--- config.mk ---
export PLATFORM = sky130hd
export DESIGN_NAME = icx_ctrl
export DESIGN_NICKNAME = d
export VERILOG_FILES = /design/src/rtl/icx_pkg.sv /design/src/rtl/icx_ctrl.sv
export SDC_FILE = /design/constraint.sdc
export NUM_CORES = 1
export LEC_CHECK = 0
export BUFFER_PORTS_ARGS = -buffer_cell sky130_fd_sc_hd__buf_2
export CAP_MARGIN = 25
export CORE_ASPECT_RATIO = 1.2
export CORE_MARGIN = 3
export CORE_UTILIZATION = 39
export CTS_CLUSTER_SIZE = 20
export DETAILED_ROUTE_END_ITERATION = 12
export PLACE_DENSITY = 0.55
export SLEW_MARGIN = 10
export SYNTH_ARGS = -nofsm -noshare
export SYNTH_HDL_FRONTEND = slang
export SYNTH_SLANG_ARGS = --single-unit
--- constraint.sdc ---
create_clock -name clk -period 3.7 [get_ports clk]
set_input_delay 0.185 -clock clk [delete_from_list [all_inputs] [get_ports clk]]
set_output_delay 0.185 -clock clk [all_outputs]
set_load 0.01 [all_outputs]
--- src/rtl/icx_pkg.sv ---
/*
 package of the two level vectored interrupt controller: register
 offsets, field positions, flag slots, source numbers and cycle counts.
 assumes a four clock machine cycle derived from clk.
*/
package icx_pkg;
	// register offsets
	localparam logic [3:0] OFF_TCTRL = 4'h0;
	localparam logic [3:0] OFF_XFLAG = 4'h1;
	localparam logic [3:0] OFF_HCSEL = 4'h2;
	localparam logic [3:0] OFF_EN = 4'h3;
	localparam logic [3:0] OFF_XEN = 4'h4;
	localparam logic [3:0] OFF_PRI = 4'h5;
	localparam logic [3:0] OFF_XPRI = 4'h6;
	localparam logic [3:0] OFF_WDOG = 4'h7;
	localparam logic [3:0] OFF_SER = 4'h8;
	localparam logic [3:0] OFF_STAT = 4'h9;
	// timer_ctrl_reg fields, then the global enable and watchdog flag bits
	localparam int B_TRIG_A = 0;
	localparam int B_FLAG_A = 1;
	localparam int B_TRIG_B = 2;
	localparam int B_FLAG_B = 3;
	localparam int B_TOVF_A = 5;
	localparam int B_TOVF_B = 7;
	localparam int B_GLOBAL = 7;
	localparam int B_WDFLAG = 3;
	// flag slots
	localparam int F_A = 0;
	localparam int F_B = 1;
	localparam int F_C = 2;
	localparam int F_TA = 6;
	localparam int F_TB = 7;
	localparam int F_TCO = 8;
	localparam int F_TCE = 9;
	localparam int F_RX = 10;
	localparam int F_RXB = 12;
	localparam int F_WD = 14;
	localparam int NFLAG = 15;
	localparam int NSRC = 12;
	// source numbers, highest first
	localparam logic [3:0] S_PIN_A = 4'h0;
	localparam logic [3:0] S_TMR_A = 4'h1;
	localparam logic [3:0] S_PIN_B = 4'h2;
	localparam logic [3:0] S_TMR_B = 4'h3;
	localparam logic [3:0] S_SER0 = 4'h4;
	localparam logic [3:0] S_TMR_C = 4'h5;
	localparam logic [3:0] S_PIN_C = 4'h7;
	localparam logic [3:0] S_WDOG = 4'hb;
	// machine cycle timing
	localparam int MC_CLKS = 4;
	localparam int CALL_MCS = 4;
	localparam logic [1:0] PH_SAMPLE = 2'h2;
	localparam logic [1:0] PH_POLL = 2'h0;
	localparam logic [3:0] CALL_LAST = 4'(CALL_MCS * MC_CLKS - 1);
	localparam logic [7:0] RST_BYTE = 8'h00;
	typedef enum logic [0:0] {
		ICX_IDLE = 1'b0,
		ICX_CALL = 1'b1
	} icx_fsm_type;
endpackage

--- src/rtl/icx_ctrl.sv ---
/*
 two level, twelve source vectored interrupt controller.
 assumes: pins asynchronous, peripheral and core signals on clk,
 register port with read data one cycle after the read strobe.
*/
// The implementer's own choices: the register addresses and strobed register access.
// Operation
// - trig_type_a/b pick falling edge or low level for pins a and b.
// - edge mode samples pins each machine cycle, high then low sets flag.
// - edge mode pin a/b flags clear on the hardware call.
// - level mode flag follows pin, not cleared on entry, re-requests.
// - pins c-f edge only; hardware clears only when hw_clear_sel set.
// - timer a/b overflow flags clear when their call is made.
// - timer c request is ovf or ext flag, software clears both.
// - watchdog flag at bit 3, enabled by bit 4, software clears.
// - serial requests are rx or tx done, software clears only.
// - software may write every flag and so raise a request.
// - per source enables plus a global enable gate all requests.
// - per source priority; high service never preempted by low.
// - fixed order within a level, pin a first, watchdog last.
// - flags polled and resolved each machine cycle.
// - call only when free, last cycle, no return or enable write.
// - refused requests are not remembered.
// - call pushes program counter only, then loads the vector.
// - each source has its fixed vector address.
// - interrupt return ends service; plain return does not.
// - pins and timer a/b flags update at phase three.
// - the call lasts four machine cycles.
// - each source owns flag, enable, priority and vector.
module icx_ctrl
	import icx_pkg::*;
(
	// clock and reset
	input wire logic clk,
	input wire logic rst,
	// register port
	input wire logic [3:0] reg_addr,
	input wire logic [7:0] reg_wr_data,
	input wire logic reg_wr,
	input wire logic reg_rd,
	output logic [7:0] reg_rd_data,
	// external request pins
	input wire logic ext_irq_pin_a,
	input wire logic ext_irq_pin_b,
	input wire logic ext_irq_pin_c,
	input wire logic ext_irq_pin_d,
	input wire logic ext_irq_pin_e,
	input wire logic ext_irq_pin_f,
	// peripheral event pulses
	input wire logic tmr_a_ovf,
	input wire logic tmr_b_ovf,
	input wire logic tmr_c_ovf,
	input wire logic tmr_c_ext,
	input wire logic rx_done,
	input wire logic tx_done,
	input wire logic rx_done_b,
	input wire logic tx_done_b,
	input wire logic wdog_timeout,
	// core
	input wire logic instr_last,
	input wire logic instr_is_exit,
	input wire logic isr_exit_instr,
	output logic long_call_start,
	output logic [15:0] long_call_vector,
	output logic long_call_busy
);
	import icx_pkg::*;

	typedef struct packed {
		logic [1:0] phase;
		logic [5:0] sync1;
		logic [5:0] sync2;
		logic [5:0] samp;
		logic trig_a;
		logic trig_b;
		logic [NFLAG-1:0] flag;
		logic [1:0] tovf_pend;
		logic [3:0] hcs;
		logic [6:0] en;
		logic glb;
		logic [4:0] xen;
		logic [6:0] pri;
		logic [4:0] xpri;
		logic blk;
		logic ins_hi;
		logic ins_lo;
		icx_fsm_type st;
		logic [3:0] cnt;
		logic [7:0] rd_data;
		logic call;
		logic [15:0] vec;
		logic busy;
	} icx_state_type;

	icx_state_type q, d;

	// lowest set index wins, found bit on top
	function automatic logic [4:0] icx_pick(input logic [11:0] r);
		logic [4:0] res;
		res = 5'h00;
		for (int i = NSRC - 1; i >= 0; i--) begin
			if (r[i]) res = {1'b1, 4'(i)};
		end
		return res;
	endfunction

	function automatic logic [15:0] icx_vec(input logic [3:0] s);
		case (s)
			4'h0: icx_vec = 16'h0003;
			4'h1: icx_vec = 16'h000b;
			4'h2: icx_vec = 16'h0013;
			4'h3: icx_vec = 16'h001b;
			4'h4: icx_vec = 16'h0023;
			4'h5: icx_vec = 16'h002b;
			4'h6: icx_vec = 16'h003b;
			4'h7: icx_vec = 16'h0043;
			4'h8: icx_vec = 16'h004b;
			4'h9: icx_vec = 16'h0053;
			4'ha: icx_vec = 16'h005b;
			default: icx_vec = 16'h0063;
		endcase
	endfunction

	logic [NSRC-1:0] src;
	logic [NSRC-1:0] ena;
	logic [NSRC-1:0] hip;
	logic [4:0] win_hi;
	logic [4:0] win_lo;
	logic [NFLAG-1:0] wm;
	logic [NFLAG-1:0] wv;
	logic [NFLAG-1:0] clr;
	logic [NFLAG-1:0] set;
	logic [3:0] win;
	logic go;
	logic wr_gate;

	always_comb begin
		d = q;
		wm = '0;
		wv = '0;
		clr = '0;
		set = '0;
		win = 4'h0;
		go = 1'b0;
		wr_gate = 1'b0;
		d.call = 1'b0;
		d.rd_data = RST_BYTE;
		d.phase = q.phase + 2'h1;
		// second flop alone reads the first
		d.sync1 = {ext_irq_pin_f, ext_irq_pin_e, ext_irq_pin_d,
			ext_irq_pin_c, ext_irq_pin_b, ext_irq_pin_a};
		d.sync2 = q.sync1;
		// software writes, flags included
		if (reg_wr) begin
			case (reg_addr)
				OFF_TCTRL: begin
					d.trig_a = reg_wr_data[B_TRIG_A];
					d.trig_b = reg_wr_data[B_TRIG_B];
					wm[F_A] = 1'b1;
					wv[F_A] = reg_wr_data[B_FLAG_A];
					wm[F_B] = 1'b1;
					wv[F_B] = reg_wr_data[B_FLAG_B];
					wm[F_TA] = 1'b1;
					wv[F_TA] = reg_wr_data[B_TOVF_A];
					wm[F_TB] = 1'b1;
					wv[F_TB] = reg_wr_data[B_TOVF_B];
				end
				OFF_XFLAG: begin
					wm[F_C+:4] = 4'hf;
					wv[F_C+:4] = reg_wr_data[7:4];
				end
				OFF_HCSEL: d.hcs = reg_wr_data[7:4];
				OFF_EN: begin
					d.en = reg_wr_data[6:0];
					d.glb = reg_wr_data[B_GLOBAL];
					wr_gate = 1'b1;
				end
				OFF_XEN: begin
					d.xen = reg_wr_data[4:0];
					wr_gate = 1'b1;
				end
				OFF_PRI: begin
					d.pri = reg_wr_data[6:0];
					wr_gate = 1'b1;
				end
				OFF_XPRI: begin
					d.xpri = reg_wr_data[4:0];
					wr_gate = 1'b1;
				end
				OFF_WDOG: begin
					wm[F_WD] = 1'b1;
					wv[F_WD] = reg_wr_data[B_WDFLAG];
				end
				OFF_SER: begin
					wm[F_RX+:4] = 4'hf;
					wv[F_RX+:4] = reg_wr_data[3:0];
					wm[F_TCO+:2] = 2'h3;
					wv[F_TCO+:2] = reg_wr_data[5:4];
				end
				default: ;
			endcase
		end
		if (reg_rd) begin
			case (reg_addr)
				OFF_TCTRL: d.rd_data = {q.flag[F_TB], 1'b0,
					q.flag[F_TA], 1'b0, q.flag[F_B], q.trig_b,
					q.flag[F_A], q.trig_a};
				OFF_XFLAG: d.rd_data = {q.flag[F_C+:4], 4'h0};
				OFF_HCSEL: d.rd_data = {q.hcs, 4'h0};
				OFF_EN: d.rd_data = {q.glb, q.en};
				OFF_XEN: d.rd_data = {3'h0, q.xen};
				OFF_PRI: d.rd_data = {1'b0, q.pri};
				OFF_XPRI: d.rd_data = {3'h0, q.xpri};
				OFF_WDOG: d.rd_data = {4'h0, q.flag[F_WD], 3'h0};
				OFF_SER: d.rd_data = {2'h0, q.flag[F_TCO+:2],
					q.flag[F_RX+:4]};
				OFF_STAT: d.rd_data = {5'h00, q.busy, q.ins_hi,
					q.ins_lo};
				default: d.rd_data = RST_BYTE;
			endcase
		end
		// event capture, timer a/b held for phase three
		d.tovf_pend = q.tovf_pend | {tmr_b_ovf, tmr_a_ovf};
		set[F_TCO] = tmr_c_ovf;
		set[F_TCE] = tmr_c_ext;
		set[F_RX] = rx_done;
		set[F_RX+1] = tx_done;
		set[F_RXB] = rx_done_b;
		set[F_RXB+1] = tx_done_b;
		set[F_WD] = wdog_timeout;
		if (q.phase == PH_SAMPLE) begin
			d.samp = q.sync2;
			set[F_TA] = d.tovf_pend[0];
			set[F_TB] = d.tovf_pend[1];
			d.tovf_pend = 2'h0;
			set[F_A] = q.trig_a & q.samp[0] & ~q.sync2[0];
			set[F_B] = q.trig_b & q.samp[1] & ~q.sync2[1];
			set[F_C+:4] = q.samp[5:2] & ~q.sync2[5:2];
		end
		// requests in fixed order
		src = {q.flag[F_WD], q.flag[F_C+:4],
			q.flag[F_RXB] | q.flag[F_RXB+1],
			q.flag[F_TCO] | q.flag[F_TCE],
			q.flag[F_RX] | q.flag[F_RX+1],
			q.flag[F_TB], q.flag[F_B], q.flag[F_TA], q.flag[F_A]};
		ena = {q.xen, q.en} & {NSRC{q.glb}};
		hip = {q.xpri, q.pri};
		win_hi = icx_pick(src & ena & hip);
		win_lo = icx_pick(src & ena & ~hip);
		d.blk = q.blk | wr_gate;
		if (isr_exit_instr) begin
			if (q.ins_hi) d.ins_hi = 1'b0;
			else d.ins_lo = 1'b0;
		end
		case (q.st)
			ICX_IDLE: begin
				if (q.phase == PH_POLL) begin
					// fresh poll each machine cycle, nothing kept
					d.blk = 1'b0;
					if (instr_last && !instr_is_exit && !q.blk &&
						!wr_gate && !q.ins_hi) begin
						if (win_hi[4]) begin
							go = 1'b1;
							win = win_hi[3:0];
							d.ins_hi = 1'b1;
						end else if (win_lo[4] && !q.ins_lo) begin
							go = 1'b1;
							win = win_lo[3:0];
							d.ins_lo = 1'b1;
						end
					end
				end
				if (go) begin
					d.st = ICX_CALL;
					d.cnt = CALL_LAST;
					d.call = 1'b1;
					d.busy = 1'b1;
					d.vec = icx_vec(win);
					case (win)
						S_PIN_A: clr[F_A] = q.trig_a;
						S_TMR_A: clr[F_TA] = 1'b1;
						S_PIN_B: clr[F_B] = q.trig_b;
						S_TMR_B: clr[F_TB] = 1'b1;
						4'h7, 4'h8, 4'h9, 4'ha:
							clr[F_C + int'(win - S_PIN_C)] =
								q.hcs[2'(win - S_PIN_C)];
						default: ;
					endcase
				end
			end
			ICX_CALL: begin
				d.cnt = q.cnt - 4'h1;
				if (q.cnt == 4'h0) begin
					d.st = ICX_IDLE;
					d.busy = 1'b0;
				end
			end
			default: d.st = ICX_IDLE;
		endcase
		// hardware set wins over any clear in the same cycle
		d.flag = ((q.flag & ~wm) | (wv & wm)) & ~clr | set;
		if (q.phase == PH_SAMPLE) begin
			// level mode: flag mirrors a low pin, re-requests
			if (!q.trig_a) d.flag[F_A] = ~q.sync2[0];
			if (!q.trig_b) d.flag[F_B] = ~q.sync2[1];
		end
	end

	always_ff @(posedge clk or posedge rst) begin
		if (rst) q <= '0;
		else q <= d;
	end

	assign reg_rd_data = q.rd_data;
	assign long_call_start = q.call;
	assign long_call_vector = q.vec;
	assign long_call_busy = q.busy;
endmodule

After elaboration in Yosys (flattened, before gate mapping)
Memories as Yosys holds them, arrays and structs flattened.
Index checks and enable logic that the tools add are counted.
Storage, ports and cells
  word-level logic and storage cells: 184
  ROM bits: 64
  flip-flop bits (word level): 102
  bits of input ports: 34
  output and inout bits: 26
  memories: 1
Memory list
  (no name shown): words 16, width 4, rd ports 1, clocked after memory_dff 0, write ports 0, RTL line icx_ctrl.sv:108  | case (s)
Cells by class
  $lt $le $gt $ge: 3
  equal/unequal tests: 19
  mux-type cells: 81
  reductions and logical operators: 25
  bitwise operators: 27
  add/subtract/negate cells: 5
Operators by type and width (number)
  5-bit two-way mux: 25
  8-bit one-hot mux with 10 select lines: 1
  15-bit bitwise AND: 4
  15-bit two-way mux: 4
  12-bit bitwise AND: 4
  4-bit two-way mux: 8
  15-bit inverter: 2
  15-bit OR: 2
  4-bit by 3-bit == test with 1-bit output (second input constant): 5
  4-bit == test (second input constant): 5
  1-bit two-way mux: 19
  18-bit two-way mux: 1
  17-bit two-way mux: 1
  4-bit by 2-bit == test with 1-bit output (second input constant): 4
  8-bit two-way mux: 2
  2-bit AND reduction: 8
  2-bit two-way mux: 7
  4-bit logical NOT: 3
  6-bit two-way mux: 2
  12-bit inverter: 1
  1-bit one-hot mux with 2 select lines: 5
  5-bit one-hot mux with 2 select lines: 1
  4-bit by 1-bit == test with 1-bit output (second input constant): 2
  4-bit OR reduction: 2
  24 further kinds: 42

Longest topological paths before layout
Gate-level depths: netlist of the first run.
  depth after elaboration: 36
  mapped depth: 19

Worst setup path before layout of the first run
No wires, ideal clock.
  path type: reg2reg
  start point: reg q[51] (netlist bit)
  end point: reg q[65] (netlist bit)
  arrival: 3895 ps
  data required time: 3560 ps
  library setup time: 140 ps
  clock period less this slack: 4035 ps
  slack: -335 ps
  cell stages (with the launch flop): 17
  cells stage by stage: dfrtp_1 > buf_6 > and4b_1 > or4_4 > nor4_4 > nor4b_4 > a22oi_2 > inv_2 > ha_1 > ha_1 > ha_1 > inv_1 > or4_1 > a22oi_1 > or2_1 > buf_6 > a41oi_2
RTL lines
  from (decl): RTL line icx_ctrl.sv:95  | icx_state_type q, d;
  from (signal assigned): RTL line icx_ctrl.sv:310  | if (rst) q <= '0;
  from (signal assigned): RTL line icx_ctrl.sv:311  | else q <= d;

==> impl_metrics.py, run 1 <==
metrics = {
    "run_status": {
        "run_status": "finished, violations left",
        "violations": "negative setup slack",
    },
    "setup_path": {
        "cp_slowest_stage_delay_ps": 570,
        "required_ps": 3930,
        "reg2reg_slack_ps": -100,
        "cp.depth": 16,
        "path_buf_inv": 4,
        "end_kind": "register",
        "rr_worst_depth": 16,
        "arrival_ps": 4030,
        "cp_common_cell": "ha_4",
        "worstPathCellList": "buf_6, and4b_1, or4_4, nor4_4, nor4b_4, a22oi_2, inv_2, ha_4, ha_4, ha_4, nor3_1, o211ai_1, buf_4, buf_4, a21oi_1, a22oi_2",
        "critical-path-top-delay-family": "simple AND/OR/NAND/NOR gates",
        "slowest_stage": "or4_4",
        "r2r_start": "q[51]",
        "crit_fanout": 8,
        "startpoint_type": "register",
        "path_class": "reg2reg",
        "r2r_end": "q[68]",
    },
    "synthesis": {
        "ys_warn_count": 0,
        "synth_edf_count": 0,
        "syn_avg_cell_area_um2": 10.2,
        "yosys-top-cells-count": "dfrtp_1, mux2_2, nor2_1, inv_1, nand2_1",
        "async_flop_share": 1.00,
        "synth_cell_types": 73,
        "postSynthCellCount": 538,
        "yosysTopAreaCell": "dfrtp_1",
        "synth_area_mm2": 0.00550,
        "synth-seq-cells": 91,
        "yosysMostFrequentCell": "dfrtp_1",
        "synth_top_area_share": 0.414,
        "ys_seq_area_frac": 0.414,
        "ys_top_cells_by_area": "dfrtp_1, mux2_2, buf_4, ha_1, nor2_1",
        "synthFlopType": "dfrtp_1",
    },
    "clocking": {
        "cts_max_level": 3,
        "cts.clk_slew.worst_paths_ps": 70,
        "cts_tree": "done",
        "cts.sinks": 91,
        "worstSkewPairLatency_ps": 350,
        "clock-root-buffer": "clkbuf_16",
        "clock_path_buffers": 2,
        "numCtsBuffers": 9,
    },
    "pwr": {
        "ir_worst_vdd_mv": 0.289,
        "p_per_area_mw_per_mm2": 495,
        "finalPower_mw": 3.52,
        "p_leak_nw": 3.22,
    },
    "timing": {
        "finalSetupViolCount": 12,
        "fmax_ghz": 0.263,
        "finalHoldViolCount": 0,
        "final_max_slew_viol_count": 0,
        "rsz0062_at_grt": "yes",
        "min_period_over_period": 1.03,
        "setup_slack_ps": -101,
        "maxSlewHeadroom": 0.305,
        "tightest_slew_ps": 1040,
        "finalCriticalPeriod_ps": 3800,
        "skew_ps": 10.7,
    },
    "detailed_routing": {
        "antenna_left": 0,
        "wl_per_cell_um": 21.7,
        "drc": 0,
        "drt_iter0_drc": 319,
        "wirelength_mm": 18.3,
        "vias": 4896,
        "vias_per_cell": 5.79,
        "drt_first_pass_iters": 5,
    },
    "place": {
        "dp.cells": 811,
        "gp_congestion": 0.970,
        "post_dp_cell_area_mm2": 0.00642,
        "preCtsSetupSlack_ps": -73.9,
        "post-dp-hpwl_mm": 14.3,
        "port_buffers": 49,
    },
    "cells_and_area": {
        "ff_latch_area_mm2": 0.00228,
        "area_growth_pct": 29.6,
        "fillers": 1225,
        "final_area_mm2": 0.00712,
        "multi_input_area_mm2": 0.00298,
        "stdcell_count": 846,
        "num-nets-final": 721,
        "drive_gt1_frac": 0.386,
        "antenna_cells": 0,
    },
    "min_path": {
        "hold_path.class": "in2reg",
        "hp-start": "isr_exit_instr",
        "whs_endpoint": "q[32]",
        "min_delay_path_depth": 2,
    },
    "global_routing": {
        "grt_antenna_before_repair": 0,
        "first_global_vias": 4834,
        "grt_max_degree": 77,
        "grt_first_pass_wirelength_mm": 27.9,
        "track_usage": 0.238,
        "overflow": 0,
    },
    "run": {
        "maxCapViolCount": 0,
    },
    "floorplan": {
        "die_area_mm2": 0.0156,
        "io_pins": 60,
        "fp.dieH_um": 136,
        "core_mm2": 0.0135,
        "die_w_um": 114,
        "row_count": 46,
        "start_util": 0.406,
    },
}
==> layout by cell type (no fill, tap or decap), drive strengths merged, types with 10 or more instances in the layout <==
cell     n
buf    152
dfrtp   91
mux2    42
nor2    41
inv     39
nand2   32
a21oi   20
o21ai   20
mux2i   15
nand4   15
ha      14
nand3   12
conb    10
==> logic make-up after synthesis <==
group	share of synthesized area
other cells	0.000682
flops	0.414
simple gates	0.175
fa+ha+maj	0.0319
mux	0.122
buf+inv	0.0790
compound gates	0.177
==> stage by stage <==
step / setup TNS (ps) / utilization / hold slack (ps)
floorplan: -1190 / - / 216
global placement: 0 / 0.474 / 295
detailed placement: -743 / 0.474 / 294
CTS: -556 / 0.513 / 18.9
global route: -2610 / 0.527 / 19.9
finish: -707 / 0.527 / 25.3
==> sequential cells by signal, summed over array words and instances, names as in the netlist <==
signal,cells
d,6
long_call_vector,5
q,58
hip,12
reg_rd_data,8
long_call_busy,1
long_call_start,1
==> timing repair <==
item                                    in CTS  in global routing
hold buffers                                 6                  1
setup buffers                                6                  5
endpoints found under the setup margin      15                 15
pin swaps                                    1                 17
gates resized for setup                      9                 22
hold endpoints to repair                     6                 13
==> where the power goes <==
group	switching (mW)	total [mW]	internal, mW
clock network	0.416	1.15	0.735
logic	0.531	1.05	0.518
registers	0.173	1.32	1.15
==> per-layer routing <==
| metal | up-vias | share of wire | GRT usage |
|---|---|---|---|
| met5 | - | 0 | 0 |
| met4 | 0 | 0.046 | 0.107 |
| met3 | 50 | 0.048 | 0.0410 |
| met2 | 202 | 0.50 | 0.408 |
| met1 | 2399 | 0.40 | 0.293 |
| li1 | 2245 | - | - |
==> worst max path at each step <==
stage,from,end
finish,q[51],q[68]
global route,q[51],q[68]
CTS,q[51],q[66]
detailed placement,q[51],q[66]
global placement,q[51],q[74]
floorplan,q[51],q[65]
==> cell type report <==
cell class,count,share of cell area
Timing Repair Buffer,159,0.159
Sequential cell,91,0.320
Clock inverter,7,0.0206
Multi-Input combinational cell,374,0.419
Clock buffer,9,0.0316
Tap cell,168,0.0295
Inverter,38,0.0207
(Power assumes the default switching activity.)
==> run 2, diff against run 1 <==
--- a/config.mk
+++ b/config.mk
@@ -9,10 +9,10 @@
 export CAP_MARGIN = 25
 export CORE_ASPECT_RATIO = 1.2
 export CORE_MARGIN = 3
-export CORE_UTILIZATION = 39
+export CORE_UTILIZATION = 50
 export CTS_CLUSTER_SIZE = 20
 export DETAILED_ROUTE_END_ITERATION = 12
-export PLACE_DENSITY = 0.55
+export PLACE_DENSITY = 0.66
 export SLEW_MARGIN = 10
 export SYNTH_ARGS = -nofsm -noshare
 export SYNTH_HDL_FRONTEND = slang
==> constraint.sdc (replaced) <==
create_clock -name clk -period 4.77 [get_ports clk]
set_input_delay 0.2385 -clock clk [delete_from_list [all_inputs] [get_ports clk]]
set_output_delay 0.2385 -clock clk [all_outputs]
set_load 0.01 [all_outputs]
==> run 2 against run 1 <==
Effect of this change: clock skew up 2.8 ps; core utilization up 5.1 points; hold slack worse by 9.4 ps; fmax down 14%; sequential cell count unchanged; first-iteration DRC count down 25%; critical path type unchanged; the run now ends clean; worst setup slack better by 460 ps.
==> impl_metrics.py, run 2 (synthesis gave the netlist of run 1 again) <==
metrics = {
    "run_status": {
        "run_status": "complete, no violations",
    },
    "cells_and_area": {
        "area_growth_pct": 11.7,
        "num-nets-final": 633,
        "largest_reg_flops": 58,
        "drive_gt1_frac": 0.259,
        "max_flop_register": "q",
        "antenna_cells": 0,
        "final_common_cell": "dfrtp_1",
        "layout_common_cells": "dfrtp_1, buf_2, mux2_2, nor2_1, inv_1",
        "utilization": 0.578,
    },
    "global_routing": {
        "grt_max_degree": 56,
        "grt_first_pass_wirelength_mm": 24.6,
        "first_global_vias": 4349,
        "overflow": 0,
        "track_usage": 0.271,
        "grt_antenna_before_repair": 0,
    },
    "timing": {
        "tightest_slew_ps": 1010,
        "skew_ps": 13.5,
        "tns_ps": 0,
        "final_max_slew_viol_count": 0,
        "fmax_ghz": 0.227,
        "rsz0062_at_grt": "no",
        "min_period_over_period": 0.924,
        "finalHoldViolCount": 0,
        "finalSetupViolCount": 0,
        "finalCriticalPeriod_ps": 4410,
        "maxSlewHeadroom": 0.325,
    },
    "place": {
        "post-dp-hpwl_mm": 12.4,
        "port_buffers": 49,
        "gp_congestion": 0.960,
    },
    "detailed_routing": {
        "vias_per_cell": 6.30,
        "wl_per_cell_um": 22.6,
        "wirelength_mm": 16.2,
        "drc": 0,
        "drt_first_pass_iters": 4,
        "drt_iter0_drc": 240,
        "antenna_left": 0,
        "vias": 4528,
    },
    "setup_path": {
        "arrival_ps": 4620,
        "worstPathCellList": "buf_4, o2111ai_2, nand4_2, or3_1, nor4b_4, a22oi_2, buf_4, ha_1, inv_1, ha_1, inv_1, or4_1, a22oi_1, or2_4, a41oi_2",
        "startpoint_type": "register",
        "path_class": "reg2reg",
        "crit_fanout": 21,
        "slowest_stage": "dfrtp_2",
        "required_ps": 4980,
        "end_kind": "register",
        "cp_slowest_stage_delay_ps": 560,
    },
    "clocking": {
        "cts_tree": "done",
        "post-cts-setup-buffer-count": 0,
        "worstSkewPairLatency_ps": 350,
        "clock_path_buffers": 2,
        "cts.sinks": 91,
        "clock-root-buffer": "clkbuf_16",
        "cts_max_level": 3,
        "cts.clk_slew.worst_paths_ps": 80,
        "numCtsBuffers": 9,
    },
    "floorplan": {
        "start_util": 0.517,
        "fp.dieH_um": 121,
        "io_pins": 60,
        "die_w_um": 102,
        "die_area_mm2": 0.0123,
        "row_count": 41,
        "core_mm2": 0.0106,
    },
    "min_path": {
        "hold_path.class": "in2reg",
    },
    "run": {
        "maxCapViolCount": 0,
    },
    "pwr": {
        "ir_worst_vdd_mv": 0.296,
        "p_leak_nw": 2.75,
        "p_per_area_mw_per_mm2": 387,
    },
}
## run 2: changes by cell type in the layout (fill, tap and decap cells not counted), moves of 3 or more
cell       delta
a41oi_1       +6
a41oi_2       -6
buf_4        -80
buf_6         -6
bufinv_16     -4
ha_1          +6
ha_2          -3
ha_4          -3
## run 2: through the flow
stage               hold slack (ps)  area (µm²)  setup slack [ps]  power [mW]  std cells
finish                         16.0        6140               361        2.37        719
global placement                323        5770               251        1.64        697
detailed placement              334        5770               135        1.65        697
CTS                            18.2        6130              92.4        2.38        719
floorplan                       270        5530               735        1.46        547
global route                   8.45        6140               140        2.48        719
## run 2: worst paths after layout
path                                     from      to  slack, ps  depth (start not counted)
worst max-delay path                    q[51]   q[65]        360                         15
worst min-delay path            ext_irq_pin_f   d[93]         20                          1
worst max register to register          q[51]   q[65]        360                         15
worst min register to register          d[89]   q[89]        350                          0
max in group asynchronous                 rst   q[51]       3130                          4
min in group asynchronous                 rst  hip[6]        490                          3
## run 2: layer usage
metal  up-vias  global-route usage  share of wire
met5         -                   0              0
li1       2076                   -              -
met1      2233               0.332           0.40
met3        44              0.0358          0.047
met2       175               0.447           0.49
met4         0               0.166          0.061
## run 2: repair_timing
item,4_1_cts,5_1_grt
hold buffers,6,0
endpoints found under the setup margin,0,8
gates resized for setup,0,2
endpoints found under the hold margin,41,0
## run 2: worst max-delay path, delay by kind of cell (launching register included)
family | cells | cell delay [ps]
buffers and inverters | 4 | 700
adders and majority gates | 2 | 590
AOI/OAI and AO/OA | 4 | 590
and+or+nand+nor | 5 | 1810
DFF | 1 | 560
## run 2: where the power goes
| part | internal, mW | switching (mW) | leakage (nW) |
|---|---|---|---|
| Sequential | 0.891 | 0.173 | 1.07 |
| Clock | 0.374 | 0.354 | 0.150 |
| Combinational | 0.265 | 0.318 | 1.53 |
| Total | 1.53 | 0.844 | 2.75 |
## run 2: area by class of cell
cell class,instances,area [µm²]
Clock buffer,9,225
Clock inverter,7,81.3
Fill cell,930,4480
Inverter,38,144
Multi-Input combinational cell,374,2820
Sequential cell,91,2280
Tap cell,129,161
Timing Repair Buffer,71,425
